<file path="src/design/timer_ccs_pkg.sv">
/*
  Shared constants and source decode for the per-channel count control block.
  Assumes one 125 MHz system clock and six counter channels.
*/
`default_nettype none

package timer_ccs_pkg;

  localparam int          NCH        = 6;
  localparam int          ADDR_W     = 8;
  localparam int          PRESC_W    = 12;
  localparam int          NTAPS      = 6;
  localparam int          SYS_CLK_MHZ = 125;

  // Register byte addresses
  localparam logic [7:0]  OFF_CTL0   = 8'h00;
  localparam logic [7:0]  OFF_SYNC   = 8'h18;
  localparam logic [7:0]  OFF_STAT   = 8'h1C;

  // Reset values
  localparam logic [7:0]  CTL_RESET  = 8'h00;
  localparam logic [5:0]  SYNC_RESET = 6'h00;

  // Field positions
  localparam int          CLR_MSB    = 7;
  localparam int          CLR_LSB    = 5;
  localparam int          EDGE_MSB   = 4;
  localparam int          EDGE_LSB   = 3;
  localparam int          PSC_MSB    = 2;
  localparam int          PSC_LSB    = 0;

  // Channels with a two-bit clear field
  localparam logic [5:0]  NARROW_CH  = 6'h36;
  localparam logic [7:0]  NARROW_MSK = 8'h7F;

  // Clear source codes
  localparam logic [2:0]  CLR_A      = 3'h1;
  localparam logic [2:0]  CLR_B      = 3'h2;
  localparam logic [2:0]  CLR_C      = 3'h5;
  localparam logic [2:0]  CLR_D      = 3'h6;
  localparam logic [1:0]  CLR_SYNC   = 2'h3;

  // Edge codes
  localparam logic [1:0]  EDGE_FALL  = 2'h1;

  typedef enum logic [3:0] {
    SRC_P1, SRC_P4, SRC_P16, SRC_P64, SRC_P256, SRC_P1024, SRC_P4096,
    SRC_EXA, SRC_EXB, SRC_EXC, SRC_EXD, SRC_CASC
  } clk_src_t;

  // Prescale code to clock source, per channel
  function automatic clk_src_t src_of(input int ch, input logic [2:0] psc);
    clk_src_t s;
    s = SRC_P1;
    case (psc)
      3'h0: s = SRC_P1;
      3'h1: s = SRC_P4;
      3'h2: s = SRC_P16;
      3'h3: s = SRC_P64;
      3'h4: s = SRC_EXA;
      3'h5: s = (ch == 0 || ch == 1 || ch == 2) ? SRC_EXB :
                (ch == 3) ? SRC_P1024 : SRC_EXC;
      3'h6: s = (ch == 0 || ch == 2) ? SRC_EXC :
                (ch == 4) ? SRC_P1024 : SRC_P256;
      default: s = (ch == 0) ? SRC_EXD : (ch == 2) ? SRC_P1024 :
                   (ch == 3) ? SRC_P4096 : (ch == 5) ? SRC_EXD : SRC_CASC;
    endcase
    return s;
  endfunction : src_of

endpackage : timer_ccs_pkg

`default_nettype wire

</file>
<file path="src/design/timer_count_ctrl.sv">
/*
  Count clock, edge and clear source selection for six timer channels,
  with one count-control register per channel behind an APB slave.
  Assumes the counters, compare/capture, mode and phase logic lie outside
  and exchange single-cycle pulses on sys_clk.
*/
// The APB slave port and the register addresses were left to the implementer.
// Operation
// Six 8-bit count-control registers reset to zero on reset and in standby.
// Software should change a channel's settings only while its counter is stopped.
// Channels 0 and 3 clear codes 000 none, 001 reg A, 010 reg B, 011 sync clear.
// Channels 0 and 3 clear codes 100 none, 101 reg C, 110 reg D, 111 sync clear.
// A reg C or D used as buffer never clears the counter.
// Channels 1, 2, 4, 5 keep bit 7 at zero and use a two-bit clear field.
// Sync clear acts only for channels whose sync bit is set.
// Edge field 00 rising, 01 falling, 1x both edges.
// Both-edge counting ticks on every edge of the chosen clock.
// Phase counting mode on channels 1, 2, 4, 5 overrides the edge field.
// Edge choice is ignored for the undivided clock and the cascade source.
// A three-bit prescale field picks each channel's clock independently.
// Channels 0, 1, 2 offer their own divider, pin and cascade sets.
// Channels 3, 4, 5 offer their own divider, pin and cascade sets.
// Channel 0 codes 0-3 pick /1 /4 /16 /64 and codes 4-7 pins A to D.
// Channel 1 cascades from channel 2 and channel 4 from channel 5, code 111.
`default_nettype none

module timer_count_ctrl #(
  parameter int NCH = timer_ccs_pkg::NCH
) (
  // Clock and reset
  input  wire logic              sys_clk,
  input  wire logic              rst_n,
  // Hardware standby pin
  input  wire logic              hw_standby,
  // APB slave
  input  wire logic              psel,
  input  wire logic              penable,
  input  wire logic              pwrite,
  input  wire logic [7:0]        paddr,
  input  wire logic [31:0]       pwdata,
  output logic                   pready,
  output logic [31:0]            prdata,
  output logic                   pslverr,
  // External clock pins
  input  wire logic              ext_clock_in_a,
  input  wire logic              ext_clock_in_b,
  input  wire logic              ext_clock_in_c,
  input  wire logic              ext_clock_in_d,
  // Counter side events
  input  wire logic [5:0]        ovf_unf,
  input  wire logic [5:0]        match_a,
  input  wire logic [5:0]        match_b,
  input  wire logic [1:0]        match_c,
  input  wire logic [1:0]        match_d,
  input  wire logic [1:0]        buf_c_mode,
  input  wire logic [1:0]        buf_d_mode,
  input  wire logic [5:0]        phase_mode,
  input  wire logic [5:0]        phase_tick,
  // Counter controls
  output logic [5:0]             count_tick,
  output logic [5:0]             counter_clear
);

  initial begin
    if (NCH != 6) $error("timer_count_ctrl: exactly six channels supported");
  end

  // Reset release
  logic rst_ff1_q;
  logic rst_ff2_q;
  logic rst_sync_n;

  always_ff @(posedge sys_clk or negedge rst_n) begin
    if (!rst_n) begin
      rst_ff1_q <= 1'b0;
      rst_ff2_q <= 1'b0;
    end else begin
      rst_ff1_q <= 1'b1;
      rst_ff2_q <= rst_ff1_q;
    end
  end

  assign rst_sync_n = rst_ff2_q;

  // Pin synchronisers
  logic [4:0] pin_raw;
  logic [4:0] pin_lvl;
  logic [4:0] pin_rise;
  logic [4:0] pin_fall;

  assign pin_raw = {hw_standby, ext_clock_in_d, ext_clock_in_c,
                    ext_clock_in_b, ext_clock_in_a};

  for (genvar p = 0; p < 5; p++) begin : g_pin
    pin_edge_sync u_sync (
      .sys_clk    (sys_clk),
      .rst_sync_n (rst_sync_n),
      .pin        (pin_raw[p]),
      .level      (pin_lvl[p]),
      .rise       (pin_rise[p]),
      .fall       (pin_fall[p])
    );
  end

  logic standby;
  assign standby = pin_lvl[4];

  // Prescaler
  logic [5:0]                         tap_rise;
  logic [5:0]                         tap_fall;
  logic [timer_ccs_pkg::PRESC_W-1:0]  presc_cnt;

  prescale_taps #(
    .W (timer_ccs_pkg::PRESC_W)
  ) u_presc (
    .sys_clk    (sys_clk),
    .rst_sync_n (rst_sync_n),
    .tap_rise   (tap_rise),
    .tap_fall   (tap_fall),
    .count      (presc_cnt)
  );

  // APB decode
  logic       apb_access;
  logic       apb_done;
  logic       aligned;
  logic [2:0] word_idx;
  logic       hit_ctl;
  logic       hit_sync;
  logic       hit_stat;
  logic       hit_any;
  logic       wr_en;

  assign apb_access = psel & penable;
  assign apb_done   = apb_access & pready;
  assign aligned    = (paddr[1:0] == 2'h0);
  assign word_idx   = paddr[4:2];
  assign hit_ctl    = aligned && (paddr < timer_ccs_pkg::OFF_SYNC);
  assign hit_sync   = (paddr == timer_ccs_pkg::OFF_SYNC);
  assign hit_stat   = (paddr == timer_ccs_pkg::OFF_STAT);
  assign hit_any    = hit_ctl | hit_sync | hit_stat;
  assign wr_en      = apb_done & pwrite & hit_any;

  // Registers
  logic [7:0] ctl_q [6];
  logic [7:0] ctl_d [6];
  logic [5:0] sync_q;
  logic [5:0] sync_d;

  for (genvar c = 0; c < 6; c++) begin : g_reg
    localparam logic [7:0] MASK =
      timer_ccs_pkg::NARROW_CH[c] ? timer_ccs_pkg::NARROW_MSK : 8'hFF;
    assign ctl_d[c] = (wr_en && hit_ctl && word_idx == 3'(c)) ?
                      (pwdata[7:0] & MASK) : ctl_q[c];

    always_ff @(posedge sys_clk or negedge rst_sync_n) begin
      if (!rst_sync_n) ctl_q[c] <= timer_ccs_pkg::CTL_RESET;
      else if (standby) ctl_q[c] <= timer_ccs_pkg::CTL_RESET;
      else ctl_q[c] <= ctl_d[c];
    end
  end

  assign sync_d = (wr_en && hit_sync) ? pwdata[5:0] : sync_q;

  always_ff @(posedge sys_clk or negedge rst_sync_n) begin
    if (!rst_sync_n) sync_q <= timer_ccs_pkg::SYNC_RESET;
    else if (standby) sync_q <= timer_ccs_pkg::SYNC_RESET;
    else sync_q <= sync_d;
  end

  // Read data
  logic [31:0] rd_mux;

  assign rd_mux = hit_ctl  ? {24'h000000, ctl_q[word_idx]} :
                  hit_sync ? {26'h0000000, sync_q} :
                  hit_stat ? {20'h00000, presc_cnt} : 32'h00000000;

  // APB answer: one wait state
  always_ff @(posedge sys_clk or negedge rst_sync_n) begin
    if (!rst_sync_n) begin
      pready  <= 1'b0;
      prdata  <= 32'h00000000;
      pslverr <= 1'b0;
    end else begin
      pready  <= apb_access & ~pready;
      prdata  <= (apb_access & ~pready & ~pwrite) ? rd_mux : prdata;
      pslverr <= apb_access & ~pready & ~hit_any;
    end
  end

  // Pick a pulse by edge field
  function automatic logic edge_pick(input logic [1:0] edg,
                                     input logic r, input logic f);
    logic v;
    v = 1'b0;
    if (edg[1]) v = r | f;
    else if (edg == timer_ccs_pkg::EDGE_FALL) v = f;
    else v = r;
    return v;
  endfunction : edge_pick

  // Tick for one channel from its source
  function automatic logic src_tick(input timer_ccs_pkg::clk_src_t s,
                                    input logic [1:0] edg,
                                    input logic [5:0] tr,
                                    input logic [5:0] tf,
                                    input logic [3:0] er,
                                    input logic [3:0] ef,
                                    input logic casc);
    logic v;
    v = 1'b0;
    case (s)
      timer_ccs_pkg::SRC_P1:    v = 1'b1;
      timer_ccs_pkg::SRC_P4:    v = edge_pick(edg, tr[0], tf[0]);
      timer_ccs_pkg::SRC_P16:   v = edge_pick(edg, tr[1], tf[1]);
      timer_ccs_pkg::SRC_P64:   v = edge_pick(edg, tr[2], tf[2]);
      timer_ccs_pkg::SRC_P256:  v = edge_pick(edg, tr[3], tf[3]);
      timer_ccs_pkg::SRC_P1024: v = edge_pick(edg, tr[4], tf[4]);
      timer_ccs_pkg::SRC_P4096: v = edge_pick(edg, tr[5], tf[5]);
      timer_ccs_pkg::SRC_EXA:   v = edge_pick(edg, er[0], ef[0]);
      timer_ccs_pkg::SRC_EXB:   v = edge_pick(edg, er[1], ef[1]);
      timer_ccs_pkg::SRC_EXC:   v = edge_pick(edg, er[2], ef[2]);
      timer_ccs_pkg::SRC_EXD:   v = edge_pick(edg, er[3], ef[3]);
      timer_ccs_pkg::SRC_CASC:  v = casc;
      default:                  v = 1'b0;
    endcase
    return v;
  endfunction : src_tick

  // Clear from the channel's own compare or capture sources
  function automatic logic own_clear(input logic [2:0] code,
                                     input logic ma, input logic mb,
                                     input logic mc, input logic md,
                                     input logic bc, input logic bd);
    logic v;
    v = 1'b0;
    case (code)
      timer_ccs_pkg::CLR_A: v = ma;
      timer_ccs_pkg::CLR_B: v = mb;
      timer_ccs_pkg::CLR_C: v = mc & ~bc;
      timer_ccs_pkg::CLR_D: v = md & ~bd;
      default:              v = 1'b0;
    endcase
    return v;
  endfunction : own_clear

  // Per-channel selection
  logic [5:0] tick_d;
  logic [5:0] own_clr;
  logic [5:0] sync_sel;
  logic [5:0] clear_d;
  logic [5:0] sync_src;

  assign sync_src = own_clr & sync_q;

  for (genvar c = 0; c < 6; c++) begin : g_ch
    localparam bit NARROW = timer_ccs_pkg::NARROW_CH[c];
    localparam int WI = (c == 3) ? 1 : 0;
    timer_ccs_pkg::clk_src_t src;
    logic [1:0] edg;
    logic [2:0] clr_code;
    logic       casc;
    logic       mc;
    logic       md;
    logic       bc;
    logic       bd;
    logic       norm_tick;

    assign src = timer_ccs_pkg::src_of(c, ctl_q[c][2:0]);
    assign edg = ctl_q[c][timer_ccs_pkg::EDGE_MSB:timer_ccs_pkg::EDGE_LSB];
    assign clr_code = ctl_q[c][timer_ccs_pkg::CLR_MSB:timer_ccs_pkg::CLR_LSB];
    assign casc = (c == 1) ? ovf_unf[2] : (c == 4) ? ovf_unf[5] : 1'b0;
    assign mc = NARROW ? 1'b0 : match_c[WI];
    assign md = NARROW ? 1'b0 : match_d[WI];
    assign bc = NARROW ? 1'b0 : buf_c_mode[WI];
    assign bd = NARROW ? 1'b0 : buf_d_mode[WI];
    assign norm_tick = src_tick(src, edg, tap_rise, tap_fall,
                                pin_rise[3:0], pin_fall[3:0], casc);
    assign tick_d[c] = (NARROW && phase_mode[c]) ? phase_tick[c] : norm_tick;
    assign own_clr[c] = own_clear(clr_code, match_a[c], match_b[c],
                                  mc, md, bc, bd);
    assign sync_sel[c] = (clr_code[1:0] == timer_ccs_pkg::CLR_SYNC);
    assign clear_d[c] = own_clr[c] |
                        (sync_sel[c] & sync_q[c] &
                         (|(sync_src & ~(6'h01 << c))));
  end

  // Registered outputs
  always_ff @(posedge sys_clk or negedge rst_sync_n) begin
    if (!rst_sync_n) begin
      count_tick    <= 6'h00;
      counter_clear <= 6'h00;
    end else begin
      count_tick    <= standby ? 6'h00 : tick_d;
      counter_clear <= standby ? 6'h00 : clear_d;
    end
  end

endmodule : timer_count_ctrl

`default_nettype wire

</file>
<file path="src/design/prescale_taps.sv">
/*
  Free-running prescaler giving rise and fall pulses of each divided clock.
  Assumes a synchronous active-low reset from the parent.
*/
`default_nettype none

module prescale_taps #(
  parameter int W = 12
) (
  // Clock and reset
  input  wire logic         sys_clk,
  input  wire logic         rst_sync_n,
  // Divided clock edges, taps /4 /16 /64 /256 /1024 /4096
  output logic [5:0]        tap_rise,
  output logic [5:0]        tap_fall,
  output logic [W-1:0]      count
);

  logic [W-1:0] cnt_q;

  initial begin
    if (W < 12) $error("prescale_taps: W must be at least 12");
  end

  always_ff @(posedge sys_clk or negedge rst_sync_n) begin
    if (!rst_sync_n) cnt_q <= '0;
    else cnt_q <= cnt_q + 1'b1;
  end

  // Tap i divides by 4**(i+1)
  for (genvar i = 0; i < 6; i++) begin : g_tap
    localparam int K = 2 * i + 2;
    assign tap_rise[i] = &cnt_q[K-1:0];
    assign tap_fall[i] = (&cnt_q[K-2:0]) & ~cnt_q[K-1];
  end

  assign count = cnt_q;

endmodule : prescale_taps

`default_nettype wire

</file>
<file path="src/design/pin_edge_sync.sv">
/*
  Two-stage synchroniser for an asynchronous pin with edge pulses.
  Assumes the pin may change at any time relative to sys_clk.
*/
`default_nettype none

module pin_edge_sync (
  // Clock and reset
  input  wire logic sys_clk,
  input  wire logic rst_sync_n,
  // Pin and results
  input  wire logic pin,
  output logic      level,
  output logic      rise,
  output logic      fall
);

  logic meta_q;
  logic sync_q;
  logic last_q;

  always_ff @(posedge sys_clk or negedge rst_sync_n) begin
    if (!rst_sync_n) begin
      meta_q <= 1'b0;
      sync_q <= 1'b0;
      last_q <= 1'b0;
    end else begin
      meta_q <= pin;
      sync_q <= meta_q;
      last_q <= sync_q;
    end
  end

  assign level = sync_q;
  assign rise  = sync_q & ~last_q;
  assign fall  = ~sync_q & last_q;

endmodule : pin_edge_sync

`default_nettype wire

</file>
<file path="config.mk">
export PLATFORM = sky130hd
export DESIGN_NAME = timer_count_ctrl
export DESIGN_NICKNAME = d
export VERILOG_FILES = /design/src/design/timer_ccs_pkg.sv /design/src/design/timer_count_ctrl.sv /design/src/design/prescale_taps.sv /design/src/design/pin_edge_sync.sv
export SDC_FILE = /design/constraint.sdc
export NUM_CORES = 1
export LEC_CHECK = 0
export CORE_AREA = 4 4 129 131
export CTS_CLUSTER_SIZE = 12
export DETAILED_ROUTE_END_ITERATION = 7
export DIE_AREA = 0 0 133 135
export DONT_BUFFER_PORTS = 1
export SLEW_MARGIN = 20
export SYNTH_ARGS = -nofsm -noshare
export SYNTH_HDL_FRONTEND = slang
export SYNTH_HIERARCHICAL = 1
export SYNTH_SLANG_ARGS = --single-unit
</file>
<file path="constraint.sdc">
create_clock -name sys_clk -period 2.9 [get_ports sys_clk]
set_input_delay 0.58 -clock sys_clk [delete_from_list [all_inputs] [get_ports sys_clk]]
set_output_delay 0.58 -clock sys_clk [all_outputs]
set_load 0.1 [all_outputs]
</file>
# Word level (Yosys, flattened, before mapping)

Cells that the tools add are included.

$add $sub $neg: 1
Multiply operators: 0
Div/mod/pow operators: 0
$lt $le $gt $ge: 2
Equality and inequality tests: 133
Shift operators: 0
Muxes and demuxes: 164
Bitwise logic cells: 78
Reductions and logical operators: 47

Operators with widths:

| operator                                       | count |
|---|---|
| one-hot mux 4 bit (7 select lines)             | 5 |
| 2-to-1 mux 1 bit                               | 124 |
| 2-to-1 mux 8 bit                               | 14 |
| == test 4 x 3 -> 1 bit (second input constant) | 24 |
| == test 4 bit (second input constant)          | 20 |
| == test 3 bit (second input constant)          | 24 |
| == test 3 x 2 -> 1 bit (second input constant) | 20 |
| == test 4 x 2 -> 1 bit (second input constant) | 12 |
| one-hot mux 1 bit (11 select lines)            | 4 |
| == test 3 x 1 -> 1 bit (second input constant) | 13 |
| AND 1 bit                                      | 37 |
| 2-to-1 mux 12 bit                              | 3 |
| OR reduction 5 bit                             | 6 |
| binary-select mux 8 bit (select 3 bit)         | 1 |
| == test 4 x 1 -> 1 bit (second input constant) | 6 |
| logical NOT 4 bit                              | 6 |
| 2-to-1 mux 6 bit                               | 4 |
| one-hot mux 1 bit (12 select lines)            | 2 |
| logical NOT 3 bit                              | 7 |
| inverter 1 bit                                 | 21 |
| one-hot mux 3 bit (7 select lines)             | 1 |
| bitwise OR 1 bit                               | 18 |
| == test 8 x 5 -> 1 bit (second input constant) | 2 |
| nonzero test 2 bit                             | 7 |
| other kinds (22)                               | 44 |

Bits in registers: 128
Bits in latches: 0
Memory bits (writable): 0
Bits in read-only memories: 0
Bits of input ports: 88
Output and inout port bits: 46
Word-level logic and storage cells: 454
Memories kept: 0

# Logic depth before layout (Yosys ltp)

Gate-level depths: netlist of the first run.

Depth in word-level cells: 9
Depth in mapped cells: 9

# Modules after synthesis

The synthesis of the first run kept the hierarchy.

Modules (own cells, without submodules):

| module           | instances | cells each | area each (µm²) |
|---|---|---|---|
| timer_count_ctrl | 1         | 552        | 5073.6 |
| prescale_taps    | 1         | 52         | 600.6 |
| pin_edge_sync    | 5         | 5          | 90.1 |

# Worst setup path before layout of the first run

No wires, ideal clock.

Kind: register to register
Start: register pready
End: register sync_q[0]
Arrival time: 2256 ps
Required time: 2768 ps
Path slack: 512 ps
Stages on the path, launching flop included: 6
Period minus slack after synthesis: 2388 ps
Cells stage by stage: dfrtp_1 > nand4_1 > or4_4 > nor3b_4 > mux2i_1 > nor2_1

Longest elaborated chain between the ends: 5

Ends and longest elaborated chain:

| item                                | RTL line                | text |
|---|---|---|
| start: declaration                  | timer_count_ctrl.sv:41  | `output logic pready,` |
| start signal: assignment            | timer_count_ctrl.sv:185 | `pready <= apb_access & ~pready;` |
| AND 1 bit                           | timer_count_ctrl.sv:135 | `assign apb_done = apb_access & pready;` |
| AND 1 bit (2 in series)             | timer_count_ctrl.sv:142 | `assign wr_en = apb_done & pwrite & hit_any;` |
| logical AND 1 bit                   | timer_count_ctrl.sv:163 | `assign sync_d = (wr_en && hit_sync) ? pwdata[5:0] : sync_q;` |
| nonzero test 2 bit (no source line) | n/a                     |  |
| end signal: assignment              | timer_count_ctrl.sv:166 | `if (!rst_sync_n) sync_q <= timer_ccs_pkg::SYNC_RESET;` |
| end signal: assignment              | timer_count_ctrl.sv:167 | `else if (standby) sync_q <= timer_ccs_pkg::SYNC_RESET;` |
| end signal: assignment              | timer_count_ctrl.sv:168 | `else sync_q <= sync_d;` |
| end: declaration                    | timer_count_ctrl.sv:147 | `logic [5:0] sync_q;` |

No other way between the ends.
A chain may end at the register's enable or synchronous reset.

# Worst setup path after layout of the first run

Start: register u_presc.cnt_q[0], in the netlist u_presc/count[0]
End: register count_tick[3]

RTL lines:

| item                                                 | RTL line                                         | text |
|---|---|---|
| start: declaration                                   | prescale_taps.sv:19                              | `logic [W-1:0] cnt_q;` |
| start signal: assignment                             | prescale_taps.sv:27                              | `else cnt_q <= cnt_q + 1'b1;` |
| AND reduction 2 bit *                                | prescale_taps.sv:33                              | `assign tap_rise[i] = &cnt_q[K-1:0];` |
| via tap_rise[0]                                      | timer_count_ctrl.sv:109                          | `logic [5:0] tap_rise;` |
| 2-to-1 mux 1 bit or bitwise OR 1 bit (tied branches) | timer_count_ctrl.sv:197, timer_count_ctrl.sv:196 |  |
| 2-to-1 mux 1 bit *                                   | timer_count_ctrl.sv:196                          | `if (edg[1]) v = r \| f;` |
| one-hot mux 1 bit (11 select lines) *                | timer_count_ctrl.sv:212                          | `case (s)` |
| 2-to-1 mux 6 bit *                                   | timer_count_ctrl.sv:294                          | `count_tick <= standby ? 6'h00 : tick_d;` |
| end signal: assignment                               | timer_count_ctrl.sv:294                          |  |
| end: declaration                                     | timer_count_ctrl.sv:60                           | `output logic [5:0] count_tick,` |

Mark *: on every way through the listed nets, which the timed path passes. The rest lies on a longest branch.

==> run_results.csv, run 1 <==
group,metric,value,unit
worst_setup_path,required,3140,ps
timing,finalCritPeriodShare,0.8131,
timing,setup_violations,0,
floorplan,die_x,133,um
worst_setup_path,r2r_end,"count_tick[3]",
cts,clkTransAtPathRegs,80,ps
power,p_leak,2.851,nW
timing,period_minus_slack,2358,ps
power,ir_drop,0.0002656,V
global_route,grt_max_degree,54,
routing,routed_wl,15.89,mm
power,powerDensity,462.7,mW/mm^2
cts,clockRootBuffer,"clkbuf_16",
worst_setup_path,crit_type,"flop to flop",
place,numPortBuffers,0,
worst_setup_path,r2r_cells,10,
worst_setup_path,cp_max_fo,6,
final_layout,layout_commonest_cell,"dfrtp_1",
floorplan,die_h,135,um
global_route,gr-max-usage-layer,"met2",
floorplan,fp-row-count,46,
min_path,hold_path_class,"primary input to flop",
cts,clock_latency,360,ps
timing,rsz0062_at_grt,"no",
place,place_inst,823,
timing,hold_viol,0,
logic_synthesis,synth_cells,626,
logic_synthesis,avgSynthCellArea,9.720,um^2
worst_setup_path,rr_startpoint,"u_presc/count[0]",
place,dpl.hpwl,11.70,mm
global_route,overflow,0,
cts,ctsResizeCount,0,
global_route,use_met1,0.2498,
cts,cts.sinks,104,
global_route,first_global_vias,4634,
routing,wl_per_cell,18.91,um
routing,drc,0,
place,dp_slack,410.0,ps
timing,slew_violations,0,
floorplan,core-area,0.01560,mm^2
timing,worst_slack,541.9,ps
worst_setup_path,crit_path_end_kind,"flop",
routing,drt-vias-per-instance,5.561,
final_layout,syn2layout_area_growth,8.493,%
timing,tightest_slew,916.7,ps
place,place.gp.congestion,0.8617,
cts,cts_buffer_depth,2,
final_layout,drive_above_1_share,0.09295,
worst_setup_path,reg2reg_slack,540,ps
logic_synthesis,ys_warn_count,6,
final_layout,final_cell_mix,"102 x dfrtp_1, 87 x nor2_1, 65 x mux2i_1",
worst_setup_path,crit_arrival,2600,ps
floorplan,pin_count,134,
final_layout,stdcell_count,840,
run,maxCapViolations,0,
cts,numCtsBuffers,9,
routing,drtIter0Drc,407,
min_path,holdPathStages,0,
global_route,grt_usage,0.1808,
routing,ant_nets,0,
global_route,antenna_found_initial,0,
timing,tns,0,ps
power,total_power,3.055,mW
min_path,hold_end,"g_pin[3].u_sync/meta_q",
global_route,met2_usage,0.2861,
cts,cts_tree,"yes",
final_layout,final_core_util,0.4232,
cts,htree_num_levels,3,
floorplan,start_util,0.3901,
run_status,outcome,"completed",
global_route,grt_pass1_wl,25.63,mm
routing,firstDrtPassIters,5,
worst_setup_path,cp-start-kind,"flop",
floorplan,die_area,0.01796,mm^2
global_route,met3_usage,0.03428,
timing,fmax,424.1,MHz
logic_synthesis,syn_area,0.006085,mm^2
routing,vias,4671,
timing,slew-limit-headroom,0.3889,
min_path,worstHoldStart,"ext_clock_in_d",
final_layout,diodes,0,
final_layout,layout.nets,724,
timing,skew,7.062,ps
final_layout,fillCellCount,1520,
[worst max path at each step]
stage	to	slack [ps]	cells past startpoint	from
after floorplan	sync_q[0]	510	5	pready
after global placement	ctl_q[22]	500	6	paddr[5]
after detailed placement	ctl_q[9]	410	5	paddr[5]
after CTS	count_tick[2]	550	10	u_presc/count[0]
after global routing	count_tick[2]	400	10	u_presc/count[0]
final	count_tick[3]	540	10	u_presc/count[0]
[flip-flops by register name (all words and copies together), names as in the netlist]
signal	cells
counter_clear	6
rst_ff1_q	1
ctl_q	44
pslverr	1
prdata	12
u_presc/count	12
rst_ff2_q	1
sync_q	6
g_pin.u_sync/last_q	4
pready	1
count_tick	6
g_pin.u_sync/level	5
g_pin.u_sync/meta_q	5
[where the power goes]
group	internal [mW]	switching [mW]
Combinational	0.0405	0.172
Clock	0.690	0.612
Sequential	1.47	0.0736
[area by class of cell]
| cell class | count | area, um^2 | area share |
|---|---|---|---|
| timing repair buffer | 13 | 125.1 | 0.01895 |
| inverter | 28 | 105.1 | 0.01592 |
| multi-input combinational | 463 | 3177 | 0.4812 |
| sequential | 104 | 2608 | 0.3950 |
| tap | 216 | 270.3 | 0.04094 |
| clock inverter | 7 | 91.34 | 0.01384 |
| clock buffer | 9 | 225.2 | 0.03412 |
[repair_timing]
action / in CTS / in global routing
hold endpoints to repair: 2 / 0
hold buffers: 1 / 0
buffers inserted: 0 / 0
[per-stage QoR]
| stage | cell area, um^2 | hold slack, ps |
|---|---|---|
| 2_1_floorplan | 6157 | 284.4 |
| 3_3_place_gp | 6275 | 284.5 |
| 3_5_place_dp | 6275 | 284.5 |
| 4_1_cts | 6601 | 223.8 |
| 5_1_grt | 6601 | 224.1 |
| 6_report | 6601 | 240.9 |
[critical path, stage by stage (launching register included)]
cell      delay (ps)
dfrtp_1          440
ha_1             230
nand3_2          120
nor3_1           320
ha_1             190
nor2b_1          140
buf_4            150
a21oi_1           50
o32ai_1          150
o21ai_0          130
a211oi_1         320
[metal layers]
layer  vias to the layer above  routed length (um)
li1                       2181                   -
met1                      2291                7035
met2                       180                7503
met3                        19                1064
met4                         0                 282
met5                         -                   0
Power figures use the tool's default switching activity.
==> inputs of run 2 (changes only) <==
Settings changed: ABC_AREA set to 1, CORE_AREA 4 4 129 131 to 4 4 130 132, DIE_AREA 0 0 133 135 to 0 0 134 136.
Clock period 2.9 ns to 1.9 ns, I/O delays scaled along.
==> run_results.csv, run 2 <==
group,metric,value,unit
routing,drt-vias-per-instance,5.114,
worst_setup_path,cp-start-kind,"flop",
power,total_power,5.417,mW
global_route,grt_usage,0.1876,
timing,finalCritPeriodShare,0.9942,
cts,htree_num_levels,3,
routing,firstDrtPassIters,5,
worst_setup_path,crit_path_end_kind,"flop",
cts,cts_tree,"yes",
floorplan,fp-row-count,46,
timing,hold_viol,0,
global_route,grt_pass1_wl,26.78,mm
timing,tns,0,ps
logic_synthesis,syn_area,0.006112,mm^2
global_route,first_global_vias,4963,
timing,whs,43.93,ps
final_layout,layout_commonest_cell,"nand2_1",
floorplan,pin_count,134,
worst_setup_path,crit_arrival,2180,ps
routing,routed_wl,16.95,mm
floorplan,core-area,0.01571,mm^2
worst_setup_path,max_stage_delay,390,ps
routing,ant_nets,0,
place,numPortBuffers,0,
final_layout,diodes,0,
logic_synthesis,avgSynthCellArea,7.500,um^2
worst_setup_path,path_buf_inv,4,
logic_synthesis,ys_warn_count,6,
final_layout,final_cell_mix,"215 x nand2_1, 102 x dfrtp_1, 92 x inv_1",
place,dpl.hpwl,12.86,mm
worst_setup_path,crit_type,"flop to flop",
run_status,outcome,"completed",
final_layout,fillCellCount,1581,
global_route,overflow,0,
cts,clockRootBuffer,"clkbuf_16",
timing,skew,11.38,ps
run,maxCapViolations,0,
cts,cts.sinks,104,
power,p_leak,3.413,nW
final_layout,final_core_util,0.4486,
timing,fmax,529.4,MHz
routing,vias,5518,
worst_setup_path,required,2190,ps
cts,clock_latency,360,ps
final_layout,drive_above_1_share,0.1541,
worst_setup_path,critPathTopFamily,"simple AND/OR/NAND/NOR gates",
power,ir_drop,0.0005047,V
routing,drtIter0Drc,416,
global_route,grt_max_degree,40,
final_layout,regArea,0.002608,mm^2
floorplan,die_x,134,um
floorplan,start_util,0.3890,
worst_setup_path,path_cells,"ha_4 -> nand3_4 -> nor2_4 -> buf_4 -> buf_6 -> nand2_2 -> nor2_4 -> inv_2 -> buf_4 -> o221ai_1 -> a31oi_1 -> nor2_1",
cts,cts_buffer_depth,2,
routing,drc,0,
global_route,antenna_found_initial,0,
place,place.gp.congestion,0.8984,
worst_setup_path,slowest_stage,"dfrtp_1",
final_layout,layout.nets,963,
timing,rsz0062_at_grt,"yes",
floorplan,die_area,0.01822,mm^2
routing,wl_per_cell,15.71,um
worst_setup_path,cp_max_fo,4,
timing,period_minus_slack,1889,ps
timing,slew_violations,0,
timing,slew-limit-headroom,0.6444,
min_path,hold_path_class,"primary input to flop",
final_layout,syn2layout_area_growth,15.33,%
logic_synthesis,synth_cells,815,
timing,tightest_slew,532.9,ps
final_layout,largest_reg_flops,44,
cts,clkTransAtPathRegs,70,ps
cts,numCtsBuffers,9,
timing,setup_violations,0,
power,powerDensity,768.5,mW/mm^2
floorplan,die_h,136,um
final_layout,multi_input_area,0.003008,mm^2
final_layout,largest-register,"ctl_q",
run 2: cell type report:
cell class                 instances  area share
tap                              216     0.03834
timing repair buffer              54     0.06195
clock inverter                     6    0.009230
clock buffer                      10     0.03248
multi-input combinational        575      0.4267
inverter                         114     0.06141
sequential                       104      0.3699
run 2: routing by layer:
| layer | wire length, um | track usage | up-vias |
|---|---|---|---|
| li1 | - | - | 2723 |
| met1 | 7954 | 0.2685 | 2594 |
| met2 | 7644 | 0.2855 | 176 |
| met3 | 986 | 0.03775 | 25 |
| met4 | 365 | 0.06114 | 0 |
| met5 | 0 | 0 | - |
run 2: final timing paths:
| path | endpoint | depth (start not counted) | slack, ps | startpoint |
|---|---|---|---|---|
| min reg2reg | g_pin[3].u_sync/level | 0 | 270 | rst_ff2_q |
| max reg2reg | count_tick[3] | 12 | 10 | u_presc/count[1] |
| max in group asynchronous | pslverr | 1 | 1050 | rst_ff2_q |
| min in group asynchronous | rst_ff2_q | 1 | 240 | rst_n |
| min | g_pin[3].u_sync/meta_q | 0 | 40 | ext_clock_in_d |
| max | count_tick[3] | 12 | 10 | u_presc/count[1] |
run 2: where the power goes:
group          total, mW  internal (mW)  leakage [nW]  switching (mW)
Combinational       1.01          0.229          1.93           0.783
Clock               1.90           1.03         0.143           0.872
Sequential          2.51           2.34          1.34           0.168
run 2: metrics by stage:
step / std cells / cell area, um^2 / setup WS [ps]
CTS: 1074 / 6919 / -3.616
floorplan: 834 / 6208 / -29.40
detailed placement: 1057 / 6605 / -52.64
global route: 1079 / 7049 / -124.7
global placement: 1057 / 6605 / -38.57
finish: 1079 / 7049 / 10.96
run 2: repair_timing:
item	CTS	global route
hold endpoints to repair	2	0
buffers inserted	0	5
gates resized for setup	4	30
endpoints found under the setup margin	4	6
hold buffers	1	0
pin swaps	3	20
gates cloned	0	0
==> inputs of run 3 (changes only) <==
Settings changed: MAX_ROUTING_LAYER set to met4.
==> run_results.csv, run 3 (synthesis results as in run 2) <==
group,metric,value,unit
run_status,outcome,"completed",
final_layout,final_cell_mix,"216 x nand2_1, 102 x dfrtp_1, 94 x inv_1",
timing,setup_violations,0,
worst_setup_path,cp_max_fo,3,
min_path,hold_path_class,"primary input to flop",
global_route,antenna_found_initial,0,
floorplan,core-area,0.01571,mm^2
global_route,first_global_vias,4846,
routing,drt-vias-per-instance,5.083,
cts,clkTransAtPathRegs,70,ps
timing,tightest_slew,499.8,ps
floorplan,die_h,136,um
global_route,overflow,0,
final_layout,syn2layout_area_growth,15.17,%
power,ir_drop,0.0006289,V
routing,drtIter0Drc,315,
worst_setup_path,required,2180,ps
timing,rsz0062_at_grt,"yes",
routing,wl_per_cell,15.45,um
final_layout,drive_above_1_share,0.1444,
floorplan,start_util,0.3890,
worst_setup_path,reg2reg_slack,30,ps
routing,ant_nets,0,
place,place.gp.congestion,0.9108,
worst_setup_path,r2r_cells,14,
timing,hold_viol,0,
timing,slew_violations,0,
timing,slew-limit-headroom,0.6665,
timing,whs,48.51,ps
routing,routed_wl,16.60,mm
worst_setup_path,rr_startpoint,"u_presc/count[0]",
power,powerDensity,800.1,mW/mm^2
cts,clock_latency,350,ps
routing,firstDrtPassIters,5,
worst_setup_path,r2r_end,"count_tick[2]",
global_route,grt_max_degree,39,
min_path,worstHoldStart,"ext_clock_in_c",
floorplan,die_area,0.01822,mm^2
floorplan,fp-row-count,46,
worst_setup_path,crit_arrival,2150,ps
timing,tns,0,ps
timing,period_minus_slack,1866,ps
timing,fmax,536.0,MHz
worst_setup_path,cp-start-kind,"flop",
global_route,grt_pass1_wl,25.70,mm
cts,numCtsBuffers,9,
floorplan,die_x,134,um
final_layout,largest_reg_flops,44,
final_layout,fillCellCount,1633,
final_layout,largest-register,"ctl_q",
power,p_leak,3.397,nW
min_path,holdPathStages,0,
routing,drc,0,
final_layout,diodes,0,
floorplan,pin_count,134,
worst_setup_path,crit_type,"flop to flop",
place,dpl.hpwl,12.86,mm
worst_setup_path,crit_path_end_kind,"flop",
final_layout,layout_commonest_cell,"nand2_1",
cts,htree_num_levels,3,
routing,vias,5464,
run,maxCapViolations,0,
cts,cts.sinks,104,
timing,skew,10.00,ps
cts,clockRootBuffer,"clkbuf_16",
global_route,grt_usage,0.1845,
final_layout,layout.nets,959,
place,numPortBuffers,0,
cts,cts_tree,"yes",
final_layout,final_core_util,0.4480,
timing,finalCritPeriodShare,0.9819,
min_path,hold_end,"g_pin[2].u_sync/meta_q",
cts,cts_buffer_depth,2,
==> run 3: layout make-up <==
type / instances / area [um^2] / share of cell area
multi-input combinational: 575 / 2984 / 0.4239
clock buffer: 14 / 284.0 / 0.04035
tap: 216 / 270.3 / 0.03839
inverter: 114 / 430.4 / 0.06114
clock inverter: 2 / 60.06 / 0.008532
sequential: 104 / 2608 / 0.3704
timing repair buffer: 50 / 402.9 / 0.05723
==> run 3: report_power, final <==
| group | internal (mW) | switching (mW) |
|---|---|---|
| logic | 0.228 | 0.777 |
| clock network | 1.30 | 0.821 |
| registers | 2.34 | 0.168 |
==> run 3: how the worst max path moves through the flow <==
stage / startpoint / end / slack (ps)
2_1_floorplan: u_presc/count[1] / count_tick[2] / -30
3_3_place_gp: u_presc/count[1] / count_tick[2] / -40
3_5_place_dp: u_presc/count[1] / count_tick[2] / -70
4_1_cts: u_presc/count[1] / count_tick[2] / -20
5_1_grt: u_presc/count[0] / count_tick[2] / -130
6_report: u_presc/count[0] / count_tick[2] / 30
==> run 3: what timing repair did <==
action,in CTS,in global routing
pin swaps,0,13
gates resized for setup,3,21
hold buffers,1,0
hold endpoints to repair,2,0
endpoints found under the setup margin,4,6
setup buffers,0,1
==> run 3: metal layers <==
layer,part of all wire,global-route usage,vias to the layer above
met2,0.47,0.2850,152
met5,0,-,-
met4,0.012,0.04171,0
met1,0.47,0.2563,2580
li1,-,-,2718
met3,0.056,0.03146,14
==> run 3: worst max-delay path: stages, from the launching register on <==
cell and delay (ps):
dfrtp_1 400, ha_4 170, nand3_4 80, nor2_4 100, inv_2 60, nor2_4 80, ha_2 170, inv_2 40
nor2_4 120, inv_2 60, o211ai_1 170, nand3_1 90, nand3_1 70, nand2_1 60, a21oi_1 130
==> run 3: metrics by stage <==
stage               std cells  instance area (um^2)  setup WS, ps  power, mW
floorplan                 834                  6208        -29.40      3.351
global route             1075                  7039        -135.0      5.875
finish                   1075                  7039         34.41      5.632
detailed placement       1057                  6605        -68.69      3.545
global placement         1057                  6605        -38.24      3.534
CTS                      1074                  6964        -21.82      5.678
